[src/design/nit_pkg.sv]
// Constants shared by the noise immunity tuning register bank.
package nit_pkg;

    // =====================================================================
    // Management frame layout
    // =====================================================================
    localparam logic [5:0]  NIT_PRE_MIN     = 6'h20; // Preamble ones needed.
    localparam logic [3:0]  NIT_HDR_LAST    = 4'hc;  // Header bits after ST.
    localparam logic [3:0]  NIT_DATA_LAST   = 4'hf;  // Data bits minus one.
    localparam logic [1:0]  NIT_OP_ADDR     = 2'h0;
    localparam logic [1:0]  NIT_OP_WRITE    = 2'h1;
    localparam logic [1:0]  NIT_OP_RD_INC   = 2'h2;
    localparam logic [1:0]  NIT_OP_READ     = 2'h3;
    localparam logic [4:0]  NIT_DEVAD       = 5'h1f; // Vendor device 31.

    // =====================================================================
    // Register addresses inside device 31
    // =====================================================================
    localparam logic [15:0] NIT_ADDR_TUNE0  = 16'h8003;
    localparam logic [15:0] NIT_ADDR_TUNE1  = 16'h8004;
    localparam logic [15:0] NIT_ADDR_IDENT  = 16'hca00;

    // =====================================================================
    // Field positions and reset values
    // =====================================================================
    localparam int          NIT_THR_W       = 6;
    localparam int          NIT_HI_LSB      = 8;     // Fields at 13:8.
    localparam int          NIT_LO_LSB      = 0;     // Field at 5:0.
    localparam int          NIT_DRIFT_LSB   = 0;     // Code field at 2:0.
    localparam int          NIT_DRIFT_W     = 3;
    localparam logic [5:0]  NIT_BEACON_RST  = 6'h20;
    localparam logic [5:0]  NIT_PREAMB_RST  = 6'h35;
    localparam logic [5:0]  NIT_COMMIT_RST  = 6'h20;
    localparam logic [2:0]  NIT_DRIFT_RST   = 3'h5;

    // =====================================================================
    // Drift window codes and sizes in bit times
    // =====================================================================
    localparam logic [2:0]  NIT_DW_31       = 3'h2;
    localparam logic [2:0]  NIT_DW_63       = 3'h3;
    localparam logic [2:0]  NIT_DW_127      = 3'h4;
    localparam logic [6:0]  NIT_BT_31       = 7'h1f;
    localparam logic [6:0]  NIT_BT_63       = 7'h3f;
    localparam logic [6:0]  NIT_BT_127      = 7'h7f;

endpackage : nit_pkg

[src/design/nit_reg_if.sv]
// Register access channel between the frame engine and the register bank.
`timescale 1ns/1ns
interface nit_reg_if;
    logic        wr_en;
    logic [15:0] addr;
    logic [15:0] wdata;
    logic [15:0] rdata;

    // The frame engine issues accesses.
    modport master (output wr_en, output addr, output wdata, input rdata);
    // The bank stores and answers them.
    modport slave  (input wr_en, input addr, input wdata, output rdata);
endinterface : nit_reg_if

[src/design/nit_mdio_top.sv]
// Management frame slave for device 31 holding the receiver tuning bank.
`timescale 1ns/1ns
module nit_mdio_top
    import nit_pkg::*;
#(
    parameter logic [4:0] PORT_ADDR = 5'h00
)
(
    input  wire logic       core_clk,
    input  wire logic       nrst,
    input  wire logic       mdc,
    input  wire logic       mdio_in,
    output logic            mdio_out,
    output logic            mdio_oe,
    input  wire logic       enhanced_noise_immunity,
    output logic [5:0]      beacon_thr,
    output logic [5:0]      preamble_thr,
    output logic [5:0]      commit_thr,
    output logic [6:0]      drift_window_bt,
    output logic            tune_apply
);

    typedef enum logic [1:0] {
        NIT_S_IDLE = 2'b00,
        NIT_S_HDR  = 2'b01,
        NIT_S_TA   = 2'b10,
        NIT_S_DATA = 2'b11
    } nit_state_e;

    logic [1:0]  rst_sync_reg;
    logic        rst_n;
    logic [1:0]  mdc_sync_reg;
    logic [1:0]  mdio_sync_reg;
    logic        mdc_prev_reg;
    logic        mdc_rise;
    logic        bit_in;
    nit_state_e  state_reg;
    logic [5:0]  pre_cnt_reg;
    logic [3:0]  bit_cnt_reg;
    logic [12:0] hdr_reg;
    logic [12:0] hdr_next;
    logic [1:0]  op_reg;
    logic        match_reg;
    logic        hdr_match;
    logic [15:0] shift_reg;
    logic [15:0] word_next;
    logic [15:0] addr_reg;
    logic        wr_en_reg;
    logic [15:0] wdata_reg;

    nit_reg_if regs ();

    // =====================================================================
    // Reset release and pin synchronisers
    // =====================================================================
    // The reset is released through two flops.
    always_ff @(posedge core_clk or negedge nrst)
    begin
        if (!nrst)
            rst_sync_reg <= 2'b00;
        else
            rst_sync_reg <= {rst_sync_reg[0], 1'b1};
    end

    assign rst_n = rst_sync_reg[1];

    // The clock and data pins pass two flops before any use.
    always_ff @(posedge core_clk or negedge rst_n)
    begin
        if (!rst_n)
        begin
            mdc_sync_reg  <= 2'b00;
            mdio_sync_reg <= 2'b11;
            mdc_prev_reg  <= 1'b0;
        end
        else
        begin
            mdc_sync_reg  <= {mdc_sync_reg[0], mdc};
            mdio_sync_reg <= {mdio_sync_reg[0], mdio_in};
            mdc_prev_reg  <= mdc_sync_reg[1];
        end
    end

    // A rising management clock samples one frame bit.
    assign mdc_rise = mdc_sync_reg[1] && !mdc_prev_reg;
    assign bit_in   = mdio_sync_reg[1];

    // =====================================================================
    // Frame decode helpers
    // =====================================================================
    // Header holds ST2, OP, port and device fields once complete.
    assign hdr_next  = {hdr_reg[11:0], bit_in};
    assign hdr_match = !hdr_next[12] && hdr_next[9:5] == PORT_ADDR
                       && hdr_next[4:0] == NIT_DEVAD;
    assign word_next = {shift_reg[14:0], bit_in};

    // =====================================================================
    // Frame state machine
    // =====================================================================
    // Preamble, header, turnaround and data are walked per clock edge.
    always_ff @(posedge core_clk or negedge rst_n)
    begin
        if (!rst_n)
        begin
            state_reg   <= NIT_S_IDLE;
            pre_cnt_reg <= 6'h00;
            bit_cnt_reg <= 4'h0;
            hdr_reg     <= 13'h0000;
            op_reg      <= NIT_OP_ADDR;
            match_reg   <= 1'b0;
        end
        else if (mdc_rise)
        begin
            unique case (state_reg)
                NIT_S_IDLE:
                begin
                    bit_cnt_reg <= 4'h0;
                    if (bit_in)
                    begin
                        if (pre_cnt_reg != NIT_PRE_MIN)
                            pre_cnt_reg <= pre_cnt_reg + 6'h01;
                    end
                    else
                    begin
                        pre_cnt_reg <= 6'h00;
                        if (pre_cnt_reg == NIT_PRE_MIN)
                            state_reg <= NIT_S_HDR;
                    end
                end
                NIT_S_HDR:
                begin
                    hdr_reg     <= hdr_next;
                    bit_cnt_reg <= bit_cnt_reg + 4'h1;
                    if (bit_cnt_reg == NIT_HDR_LAST)
                    begin
                        op_reg      <= hdr_next[11:10];
                        match_reg   <= hdr_match;
                        bit_cnt_reg <= 4'h0;
                        state_reg   <= NIT_S_TA;
                    end
                end
                NIT_S_TA:
                begin
                    bit_cnt_reg <= bit_cnt_reg + 4'h1;
                    if (bit_cnt_reg[0])
                    begin
                        bit_cnt_reg <= 4'h0;
                        state_reg   <= NIT_S_DATA;
                    end
                end
                NIT_S_DATA:
                begin
                    bit_cnt_reg <= bit_cnt_reg + 4'h1;
                    if (bit_cnt_reg == NIT_DATA_LAST)
                    begin
                        bit_cnt_reg <= 4'h0;
                        state_reg   <= NIT_S_IDLE;
                    end
                end
            endcase
        end
    end

    // =====================================================================
    // Data shifter and address pointer
    // =====================================================================
    // Reads are fetched at header end; addresses load or advance.
    always_ff @(posedge core_clk or negedge rst_n)
    begin
        if (!rst_n)
        begin
            shift_reg <= 16'h0000;
            addr_reg  <= 16'h0000;
            wr_en_reg <= 1'b0;
            wdata_reg <= 16'h0000;
        end
        else
        begin
            wr_en_reg <= 1'b0;
            if (mdc_rise && state_reg == NIT_S_HDR
                && bit_cnt_reg == NIT_HDR_LAST)
                shift_reg <= regs.rdata;
            else if (mdc_rise && state_reg == NIT_S_DATA)
            begin
                shift_reg <= word_next;
                if (bit_cnt_reg == NIT_DATA_LAST && match_reg)
                begin
                    if (op_reg == NIT_OP_ADDR)
                        addr_reg <= word_next;
                    else if (op_reg == NIT_OP_WRITE)
                    begin
                        wr_en_reg <= 1'b1;
                        wdata_reg <= word_next;
                    end
                    else if (op_reg == NIT_OP_RD_INC)
                        addr_reg <= addr_reg + 16'h0001;
                end
            end
        end
    end

    // =====================================================================
    // Pin drive
    // =====================================================================
    // The pin is driven low in turnaround bit two, then data MSB first.
    always_ff @(posedge core_clk or negedge rst_n)
    begin
        if (!rst_n)
        begin
            mdio_out <= 1'b1;
            mdio_oe  <= 1'b0;
        end
        else if (mdc_rise)
        begin
            if (state_reg == NIT_S_TA && match_reg && op_reg[1])
            begin
                mdio_oe  <= 1'b1;
                mdio_out <= bit_cnt_reg[0] ? shift_reg[15] : 1'b0;
            end
            else if (state_reg == NIT_S_DATA && mdio_oe
                     && bit_cnt_reg != NIT_DATA_LAST)
                mdio_out <= shift_reg[14];
            else
            begin
                mdio_oe  <= 1'b0;
                mdio_out <= 1'b1;
            end
        end
    end

    // =====================================================================
    // Register bank
    // =====================================================================
    // The bank sees the held address; writes are one-cycle strobes.
    assign regs.wr_en = wr_en_reg;
    assign regs.addr  = addr_reg;
    assign regs.wdata = wdata_reg;

    nit_regbank u_bank (
        .core_clk                (core_clk),
        .rst_n                   (rst_n),
        .bus                     (regs.slave),
        .enhanced_noise_immunity (enhanced_noise_immunity),
        .beacon_thr              (beacon_thr),
        .preamble_thr            (preamble_thr),
        .commit_thr              (commit_thr),
        .drift_window_bt         (drift_window_bt),
        .tune_apply              (tune_apply)
    );

endmodule : nit_mdio_top

[src/design/nit_regbank.sv]
// Tuning and identification registers with receiver-facing outputs.
`timescale 1ns/1ns
module nit_regbank
    import nit_pkg::*;
#(
    parameter logic [7:0] MAP_ID      = 8'h5a, // Arbitrary identifier.
    parameter logic [7:0] MAP_VERSION = 8'h01, // Arbitrary version.
    parameter logic [6:0] DRIFT_OPT   = 7'h3f  // Optimized window size.
)
(
    input  wire logic       core_clk,
    input  wire logic       rst_n,
    nit_reg_if.slave        bus,
    input  wire logic       enhanced_noise_immunity,
    output logic [5:0]      beacon_thr,
    output logic [5:0]      preamble_thr,
    output logic [5:0]      commit_thr,
    output logic [6:0]      drift_window_bt,
    output logic            tune_apply
);

    logic [5:0] beacon_reg;
    logic [5:0] preamble_reg;
    logic [5:0] commit_reg;
    logic [2:0] drift_reg;
    logic [6:0] window_next;

    // =====================================================================
    // Stored fields
    // =====================================================================
    // Writes keep only the defined fields; unused bits are dropped.
    always_ff @(posedge core_clk or negedge rst_n)
    begin
        if (!rst_n)
        begin
            beacon_reg   <= NIT_BEACON_RST;
            drift_reg    <= NIT_DRIFT_RST;
            preamble_reg <= NIT_PREAMB_RST;
            commit_reg   <= NIT_COMMIT_RST;
        end
        else if (bus.wr_en && bus.addr == NIT_ADDR_TUNE0)
        begin
            beacon_reg <= bus.wdata[NIT_HI_LSB +: NIT_THR_W];
            drift_reg  <= bus.wdata[NIT_DRIFT_LSB +: NIT_DRIFT_W];
        end
        else if (bus.wr_en && bus.addr == NIT_ADDR_TUNE1)
        begin
            preamble_reg <= bus.wdata[NIT_HI_LSB +: NIT_THR_W];
            commit_reg   <= bus.wdata[NIT_LO_LSB +: NIT_THR_W];
        end
    end

    // =====================================================================
    // Read mux
    // =====================================================================
    // Unused bits read as zero; the identifier is constant.
    always_comb
    begin
        bus.rdata = 16'h0000;
        unique case (bus.addr)
            NIT_ADDR_TUNE0:
            begin
                bus.rdata[NIT_HI_LSB +: NIT_THR_W]     = beacon_reg;
                bus.rdata[NIT_DRIFT_LSB +: NIT_DRIFT_W] = drift_reg;
            end
            NIT_ADDR_TUNE1:
            begin
                bus.rdata[NIT_HI_LSB +: NIT_THR_W] = preamble_reg;
                bus.rdata[NIT_LO_LSB +: NIT_THR_W] = commit_reg;
            end
            NIT_ADDR_IDENT:
                bus.rdata = {MAP_ID, MAP_VERSION};
            default:
                bus.rdata = 16'h0000;
        endcase
    end

    // =====================================================================
    // Drift window decode
    // =====================================================================
    // Larger codes give wider windows; reserved codes fall back.
    always_comb
    begin
        unique case (drift_reg)
            NIT_DW_31:  window_next = NIT_BT_31;
            NIT_DW_63:  window_next = NIT_BT_63;
            NIT_DW_127: window_next = NIT_BT_127;
            default:    window_next = DRIFT_OPT;
        endcase
    end

    // =====================================================================
    // Receiver outputs
    // =====================================================================
    // Thresholds pass unchanged so larger values stay stricter.
    always_ff @(posedge core_clk or negedge rst_n)
    begin
        if (!rst_n)
        begin
            beacon_thr      <= NIT_BEACON_RST;
            preamble_thr    <= NIT_PREAMB_RST;
            commit_thr      <= NIT_COMMIT_RST;
            drift_window_bt <= DRIFT_OPT;
            tune_apply      <= 1'b0;
        end
        else
        begin
            beacon_thr      <= beacon_reg;
            preamble_thr    <= preamble_reg;
            commit_thr      <= commit_reg;
            drift_window_bt <= window_next;
            tune_apply      <= enhanced_noise_immunity;
        end
    end

endmodule : nit_regbank

[config.mk]
export PLATFORM = sky130hd
export DESIGN_NAME = nit_mdio_top
export DESIGN_NICKNAME = d
export VERILOG_FILES = /design/src/design/nit_pkg.sv /design/src/design/nit_reg_if.sv /design/src/design/nit_mdio_top.sv /design/src/design/nit_regbank.sv
export SDC_FILE = /design/constraint.sdc
export NUM_CORES = 1
export LEC_CHECK = 0
export ABC_AREA = 1
export CAP_MARGIN = 20
export CORE_UTILIZATION = 57
export DETAILED_ROUTE_END_ITERATION = 8
export DONT_BUFFER_PORTS = 1
export PLACE_DENSITY = 0.76
export SKIP_LAST_GASP = 1
export SLEW_MARGIN = 20
export SYNTH_ARGS = -nofsm -noshare
export SYNTH_HDL_FRONTEND = slang
export SYNTH_SLANG_ARGS = --single-unit
[constraint.sdc]
create_clock -name core_clk -period 5.61 [get_ports core_clk]
set_clock_uncertainty 0.05 [all_clocks]
set_input_delay 0.561 -clock core_clk [delete_from_list [all_inputs] [get_ports core_clk]]
set_output_delay 0.561 -clock core_clk [all_outputs]
set_load 0.02 [all_outputs]
==> flow_summary_export.csv, run 1 <==
group,metric,value,unit
clock_network,clkLatencyLatePin,520,ps
hold_path,hp-class,"in -> reg",
die,placeableCoreArea,0.009819,mm2
timing,worst_slew_pin_slew,840.0,ps
timing,period_needed,2585,ps
timing,maxSlewViolCount,0,
clock_network,htree_levels,4,
global_routing,grt_pass1_wl,20600,um
finish,fin_nets,665,
clock_network,cts_resized,0,
die,start_util,0.5901,
global_routing,grt_usage,0.2600,
worst_setup_path,worstPathMaxFanout,22,
global_routing,first_global_vias,4356,
placement,postPlaceCellArea,0.005821,mm2
routing,vias,4339,
finish,n_antenna_cell,0,
worst_setup_path,critPathLaunchType,"register",
clock_network,ctsHoldBuffers,2,
global_routing,antenna_found_initial,0,
synth,synth_area_leader_cell,"dfrtp_1",
clock_network,root_buffer,"clkbuf_8",
timing,tns,0,ps
synth,syn_inst,644,
routing,antenna_left,0,
run_status,status,"finished clean",
die,fp.dieH,102.8,um
routing,wl_per_cell,15.13,um
placement,routabilityCongestion,0.8780,
routing,drc,0,
finish,area_growth,11.75,%
die,io_pins,33,
timing,max_slew_margin,0.4394,
global_routing,grt_overflow_total,0,
timing,finalSetupViolCount,0,
worst_setup_path,worst_setup_path_end_kind,"register",
finish,drive_gt1_frac,0.1452,
synth,synth_seq_cells,123,
placement,io_buffer_count,0,
job,drv_cap,0,
synth,yosysWarnings,0,
die,die_w,102.8,um
routing,avgViaCountPerCell,5.465,
timing,hold_viol,0,
synth,synth_top_area_frac,0.4535,
clock_network,cts_tree,"yes",
synth,synth_area_per_cell,8.997,um2
routing,drtPass1Iterations,5,
timing,rsz0062_at_grt,"no",
placement,place_ws,3058,ps
clock_network,numClockSinks,123,
synth,yosys-top-cells-area,"dfrtp_1 45%, nand2_1 9.5%, dfstp_2 8.2%",
synth,synth_area,0.005794,mm2
clock_network,cts_setup_buffers,0,
worst_setup_path,cp.required,5960,ps
timing,finalCritPeriodShare,0.4607,
finish,stdcell_area,0.006475,mm2
synth,ys_types,40,
timing,hold-worst-slack,19.39,ps
clock_network,cts_buffers,17,
finish,final_common_cell,"nand2_1",
timing,fmax,0.3869,GHz
die,die_area,0.01057,mm2
power_and_ir_drop,vdd_drop_max,0.0002936,V
routing,drt-initial-drc-count,260,
synth,ys_seq_area_frac,0.5351,
worst_setup_path,critPathKind,"reg -> reg",
clock_network,cts_max_path_buffers,2,
finish,final_cell_mix,"147 x nand2_1, 104 x dfrtp_1, 62 x inv_1",
worst_setup_path,critPathArrivalTime,2940,ps
power_and_ir_drop,p_leak,0.002855,uW
clock_network,clk_pin_slew,60,ps
power_and_ir_drop,p_per_area,326.4,mW/mm2
placement,hpwl,8054,um
timing,worst_slack,3025,ps
global_routing,grt_max_degree,66,
die,num_rows,36,
routing,wl,12010,um
==> power breakdown <==
group          switching, uW  internal, uW
logic                   23.1          7.75
clock network            369           801
registers               15.9           897
total                    408          1710
==> area by class of cell <==
cell class,count,area (um2)
repair buffers,3,27.53
clock buffers,25,474.2
multi-input cells,435,2285
clock inverters,7,160.2
flip-flops and latches,123,3104
inverters,68,257.7
well taps,133,166.4
fillers,811,3344
==> logic make-up after synthesis <==
kind of cell    Yosys count  synth area share
compound gates          121            0.1194
other cells               1         0.0006472
flops                   123            0.5351
buf+inv                  91           0.07385
mux                       3          0.005830
fa+ha+maj                12           0.02591
xor+xnor                  8           0.01209
simple gates            285            0.2272
==> through the flow <==
step	total power, uW	utilization	std cells
after floorplan	950.2	-	649
after global placement	956.5	0.5928	760
after detailed placement	958.4	0.5928	760
after CTS	2128	0.6594	794
after global routing	2174	0.6594	794
final	2114	0.6594	794
==> critical path, stage by stage (launching register included) <==
cell and delay [ps]:
dfrtp_1 440, nor2_2 150, nand2_1 80, nor2_2 660, nand3_2 590, mux2_1 480
==> per-layer routing <==
metal / share of wire / vias to the layer above / GRT usage
met4: 0.023 / 0 / 0.1148
met3: 0.042 / 26 / 0.05831
met2: 0.50 / 119 / 0.4405
met1: 0.43 / 2089 / 0.3200
li1: - / 2105 / -
met5: 0 / - / 0
==> synthesized netlist by cell type, drive strengths merged <==
library cell,count
inv,66
conb,1
clkinv,2
xor2,8
o211ai,5
nand3,60
nand2,153
dfrtp,105
nor2,51
o21ai,83
o22ai,3
nand4,7
clkbuf,5
nor3,9
dfstp,18
ha,12
buf,18
or2,3
a31oi,5
mux2,3
nand3b,2
a22oi,1
a21oi,23
o21a,1
==> path summary, 6_finish.rpt <==
| kind | from | endpoint | slack, ps | cells after the start |
|---|---|---|---|---|
| worst max-delay path | addr_reg[10] | u_bank.commit_reg[4] | 3030 | 5 |
| worst min-delay path | mdc | mdc_sync_reg[0] | 20 | 0 |
| worst max register to register | addr_reg[10] | u_bank.commit_reg[4] | 3030 | 5 |
| worst min register to register | rst_sync_reg[0] | rst_sync_reg[1] | 300 | 0 |
| max in group asynchronous | rst_sync_reg[1] | u_bank.commit_thr[1] | 3910 | 1 |
| min in group asynchronous | nrst | rst_sync_reg[1] | 220 | 1 |
No activity file was read; power rests on OpenSTA's default activity.
==> run 2: changes to the inputs <==
- clock period: 5.61 -> 2.6 ns (I/O delays scaled with it)
==> flow_summary_export.csv, run 2 (synthesis results as in run 1) <==
group,metric,value,unit
run_status,status,"finished clean",
worst_setup_path,critPathArrivalTime,2550,ps
die,start_util,0.5901,
finish,drive_gt1_frac,0.1610,
hold_path,hold_path_depth,1,
worst_setup_path,cp.required,2990,ps
routing,vias,4413,
timing,fmax,0.4630,GHz
hold_path,hp-class,"in -> reg",
power_and_ir_drop,p_leak,0.002870,uW
timing,worst_slack,440.2,ps
worst_setup_path,critPathLaunchType,"register",
global_routing,first_global_vias,4279,
placement,hpwl,8553,um
finish,stdcell_count,804,
die,die_area,0.01057,mm2
routing,avgViaCountPerCell,5.489,
worst_setup_path,critPathSlowestCell,"dfrtp_1",
placement,io_buffer_count,0,
clock_network,cts_setup_buffers,0,
worst_setup_path,regToRegEndpoint,"addr_reg[1]",
timing,maxSlewViolCount,0,
placement,postPlaceCellArea,0.005886,mm2
job,drv_cap,0,
clock_network,cts_tree,"yes",
finish,final_cell_mix,"147 x nand2_1, 104 x dfrtp_1, 62 x inv_1",
timing,worst_slew_pin_slew,506.1,ps
timing,finalCritPeriodShare,0.8307,
finish,final_common_cell,"nand2_1",
clock_network,clk_pin_slew,60,ps
finish,area_growth,12.20,%
hold_path,min_from,"mdio_in",
global_routing,grt_pass1_wl,21200,um
power_and_ir_drop,finalPower,4302,uW
placement,routabilityCongestion,0.9575,
die,num_rows,36,
placement,place_inst,767,
worst_setup_path,reg2reg_depth,9,
timing,hold_viol,0,
placement,place_ws,476.0,ps
global_routing,grt_overflow_total,0,
worst_setup_path,slowest_delay,370,ps
clock_network,htree_levels,4,
finish,stdcell_area,0.006501,mm2
die,fp.dieH,102.8,um
global_routing,antenna_found_initial,0,
global_routing,grt_usage,0.2709,
finish,fin_nets,675,
routing,drtPass1Iterations,5,
clock_network,root_buffer,"clkbuf_8",
die,die_w,102.8,um
timing,finalSetupViolCount,0,
clock_network,numClockSinks,123,
timing,max_slew_margin,0.6626,
worst_setup_path,crit_top_cell,"nand2_4",
timing,rsz0062_at_grt,"no",
worst_setup_path,worstPathMaxFanout,24,
finish,n_antenna_cell,0,
worst_setup_path,r2r_start,"state_reg[1]",
clock_network,clkLatencyLatePin,530,ps
worst_setup_path,crit_path_cell_trace,"inv_1 > ha_1 > nand2_4 > nor2_4 > nor2_1 > nand2_4 > inv_2 > o211ai_1 > o21ai_1",
worst_setup_path,worst-path-buf-inv,2,
routing,wl,12630,um
die,placeableCoreArea,0.009819,mm2
routing,drt-initial-drc-count,215,
clock_network,cts_buffers,17,
hold_path,min_to,"mdio_sync_reg[0]",
clock_network,cts_max_path_buffers,2,
power_and_ir_drop,vdd_drop_max,0.0007071,V
worst_setup_path,critPathKind,"reg -> reg",
worst_setup_path,rrSetupSlack,440,ps
global_routing,grt_max_degree,47,
routing,antenna_left,0,
timing,period_needed,2160,ps
timing,tns,0,ps
routing,drc,0,
worst_setup_path,worst_setup_path_end_kind,"register",
power_and_ir_drop,p_per_area,661.7,mW/mm2
routing,wl_per_cell,15.71,um
worst_setup_path,crit_family,"simple AND/OR/NAND/NOR gates",
die,io_pins,33,
run 2: cell count changes in the layout (fill, tap and decap cells not counted), sizes merged:
cell / before / now
clkinv: 4 / 11
dlygate4sd3: 2 / 5
buf: 1 / 8
clkinvlp: 0 / 3
clkbuf: 25 / 17
inv: 66 / 67
bufinv: 5 / 2
run 2: through the flow:
step                  util  hold WS, ps
floorplan                -       -85.59
global placement    0.5994       -85.55
detailed placement  0.5994       -85.55
CTS                 0.6621        213.5
global route        0.6621        219.7
finish              0.6621        240.1
run 2: what timing repair did:
| item | in CTS | in global routing |
|---|---|---|
| hold buffers | 5 | 0 |
| endpoints found under the hold margin | 5 | 0 |
| gates resized for setup | 0 | 0 |
| endpoints found under the setup margin | 0 | 0 |
run 2: worst register-to-register path: cells and delay by family, from the launching register on:
| family | cells | cell delay (ps) |
|---|---|---|
| fa+ha+maj | 1 | 250 |
| flops | 1 | 370 |
| simple gates | 4 | 690 |
| compound gates | 2 | 290 |
| buf+inv | 2 | 430 |
run 2: worst max-delay path by stage:
stage / depth (start not counted) / slack [ps] / to / start
2_1_floorplan: 0 / 520 / addr_reg[0] / rst_sync_reg[1]
3_3_place_gp: 9 / 610 / addr_reg[6] / state_reg[1]
3_5_place_dp: 9 / 480 / addr_reg[6] / state_reg[1]
4_1_cts: 9 / 460 / addr_reg[1] / state_reg[1]
5_1_grt: 9 / 240 / addr_reg[6] / state_reg[1]
6_report: 9 / 440 / addr_reg[1] / state_reg[1]
run 2: where the power goes:
group          switching, uW  total (uW)  internal (uW)
Clock                    897        2260           1360
Combinational           59.7        83.3           23.6
Sequential              27.5        1960           1930
Total                    984        4300           3320
run 2: area by class of cell:
| class | instances | area [um2] |
|---|---|---|
| fillers | 805 | 3318 |
| flip-flops and latches | 123 | 3104 |
| multi-input cells | 435 | 2285 |
| clock inverters | 15 | 151.4 |
| clock buffers | 17 | 414.1 |
| well taps | 133 | 166.4 |
| repair buffers | 13 | 122.6 |
| inverters | 68 | 257.7 |
run 2: routing by layer:
layer,vias up,GRT usage,share of wire
met1,2127,0.3374,0.43
met2,134,0.4538,0.50
li1,2125,-,-
met3,27,0.07322,0.048
met5,-,0,0
met4,0,0.1008,0.020
==> run 3: changes to the inputs <==
- clock period: 2.6 -> 2.1 ns (I/O delays scaled with it)
==> flow_summary_export.csv, run 3 (synthesis results as in run 1) <==
group,metric,value,unit
run_status,status,"finished clean",
clock_network,cts_max_path_buffers,2,
worst_setup_path,worst_setup_path_end_kind,"register",
timing,finalCritPeriodShare,0.9003,
timing,finalSetupViolCount,0,
power_and_ir_drop,p_int,4291,uW
routing,avgViaCountPerCell,5.550,
finish,drive_gt1_frac,0.1617,
routing,antenna_left,0,
routing,wl_met2,6478,um
power_and_ir_drop,sw_frac_of_total,0.2110,
finish,final_cell_mix,"147 x nand2_1, 104 x dfrtp_1, 62 x inv_1",
power_and_ir_drop,p_comb_frac,0.019,
hold_path,hp-class,"in -> reg",
die,fp.dieH,102.8,um
job,drv_cap,0,
finish,stdcell_count,807,
routing,drt-initial-drc-count,305,
power_and_ir_drop,p_leak,0.002895,uW
timing,tns,0,ps
routing,drtPass1Iterations,7,
worst_setup_path,worstPathMaxFanout,19,
clock_network,cts_tree,"yes",
timing,hold-worst-slack,188.6,ps
timing,max_slew_margin,0.6272,
power_and_ir_drop,seq_power_share,0.447,
timing,worst_slew_pin_slew,555.0,ps
worst_setup_path,rrSetupSlack,210,ps
finish,n_antenna_cell,0,
die,die_w,102.8,um
placement,routabilityCongestion,0.8808,
placement,io_buffer_count,0,
timing,period_needed,1891,ps
die,start_util,0.5901,
global_routing,antenna_found_initial,0,
timing,hold_viol,0,
power_and_ir_drop,power_switching,1147,uW
power_and_ir_drop,p_per_area,827.6,mW/mm2
global_routing,grt_max_degree,40,
global_routing,grt_usage,0.2682,
power_and_ir_drop,finalPower,5438,uW
clock_network,htree_levels,4,
routing,wl_per_cell,15.56,um
finish,area_growth,13.41,%
routing,wl_met3,509,um
clock_network,clkLatencyLatePin,530,ps
power_and_ir_drop,vdd_drop_max,0.0007470,V
placement,place_inst,770,
power_and_ir_drop,clkPwrFrac,0.534,
clock_network,numClockSinks,123,
routing,wl_met1,5291,um
global_routing,grt_pass1_wl,20980,um
global_routing,first_global_vias,4371,
worst_setup_path,critPathLaunchType,"register",
worst_setup_path,critPathKind,"reg -> reg",
worst_setup_path,critPathArrivalTime,2250,ps
finish,final_common_cell,"nand2_1",
clock_network,cts_buffers,17,
timing,rsz0062_at_grt,"no",
placement,hpwl,8343,um
clock_network,clk_pin_slew,60,ps
die,die_area,0.01057,mm2
routing,highest_layer,"met4",
routing,wl,12560,um
die,num_rows,36,
timing,maxSlewViolCount,0,
routing,vias,4479,
timing,fmax,0.5289,GHz
clock_network,root_buffer,"clkbuf_8",
finish,fin_nets,678,
global_routing,grt_overflow_total,0,
die,io_pins,33,
worst_setup_path,cp.required,2460,ps
routing,drc,0,
die,placeableCoreArea,0.009819,mm2
-- run 3: changes by cell type in the layout (fill, tap and decap cells not counted), moves of 2 or more --
cell      change
buf_4         +2
clkbuf_1      +2
clkbuf_8      +2
clkinv_2      -2
clkinv_4      -3
-- run 3: worst max-delay path, cell delays in order, from the launching register on --
cell and delay [ps]:
dfrtp_1 450, nor2_2 170, nand2_1 80, nor2_2 190, buf_4 290, nand3_4 270, nand2_1 180, o21ai_2 70
-- run 3: timing repair --
| item | in CTS | in global routing |
|---|---|---|
| hold buffers | 5 | 0 |
| gates resized for setup | 0 | 3 |
| endpoints found under the setup margin | 0 | 6 |
| setup buffers | 0 | 0 |
| hold endpoints to repair | 5 | 0 |
-- run 3: metrics by stage --
step                setup WS [ps]    util  instance area (um2)
finish                      209.3  0.6692                 6571
floorplan                   16.00       -                 5814
global placement            281.5  0.6030                 5921
detailed placement          168.5  0.6030                 5921
global route                16.49  0.6692                 6571
CTS                         148.5  0.6685                 6564
-- run 3: worst paths after layout --
kind	startpoint	endpoint	depth (start not counted)
max reg2reg	addr_reg[10]	u_bank.beacon_reg[2]	7
max in group asynchronous	rst_sync_reg[1]	u_bank.preamble_reg[5]	1
min in group asynchronous	rst_sync_reg[1]	addr_reg[7]	0
min reg2reg	rst_sync_reg[1]	addr_reg[7]	0
min	mdio_in	mdio_sync_reg[0]	1
max	addr_reg[10]	u_bank.beacon_reg[2]	7
-- run 3: routing by layer --
metal / global-route usage / vias to the layer above
met5: 0 / -
met1: 0.3194 / 2185
li1: - / 2137
met4: 0.1246 / 0
met3: 0.05831 / 22
met2: 0.4651 / 135
-- run 3: cell type report --
class / count / area [um2]
fill: 783 / 3248
tap: 133 / 166.4
multi-input combinational: 435 / 2290
timing repair buffer: 16 / 157.7
clock buffer: 21 / 449.2
sequential: 123 / 3104
clock inverter: 11 / 143.9
inverter: 68 / 260.3
-- run 3: power groups by stage --
stage	Clock (uW)	Combinational, uW	Sequential [uW]
floorplan	0	56.8	2480
global placement	0	95.1	2470
detailed placement	0	99.8	2470
CTS	2930	108	2430
global route	3040	124	2430
finish	2900	104	2430
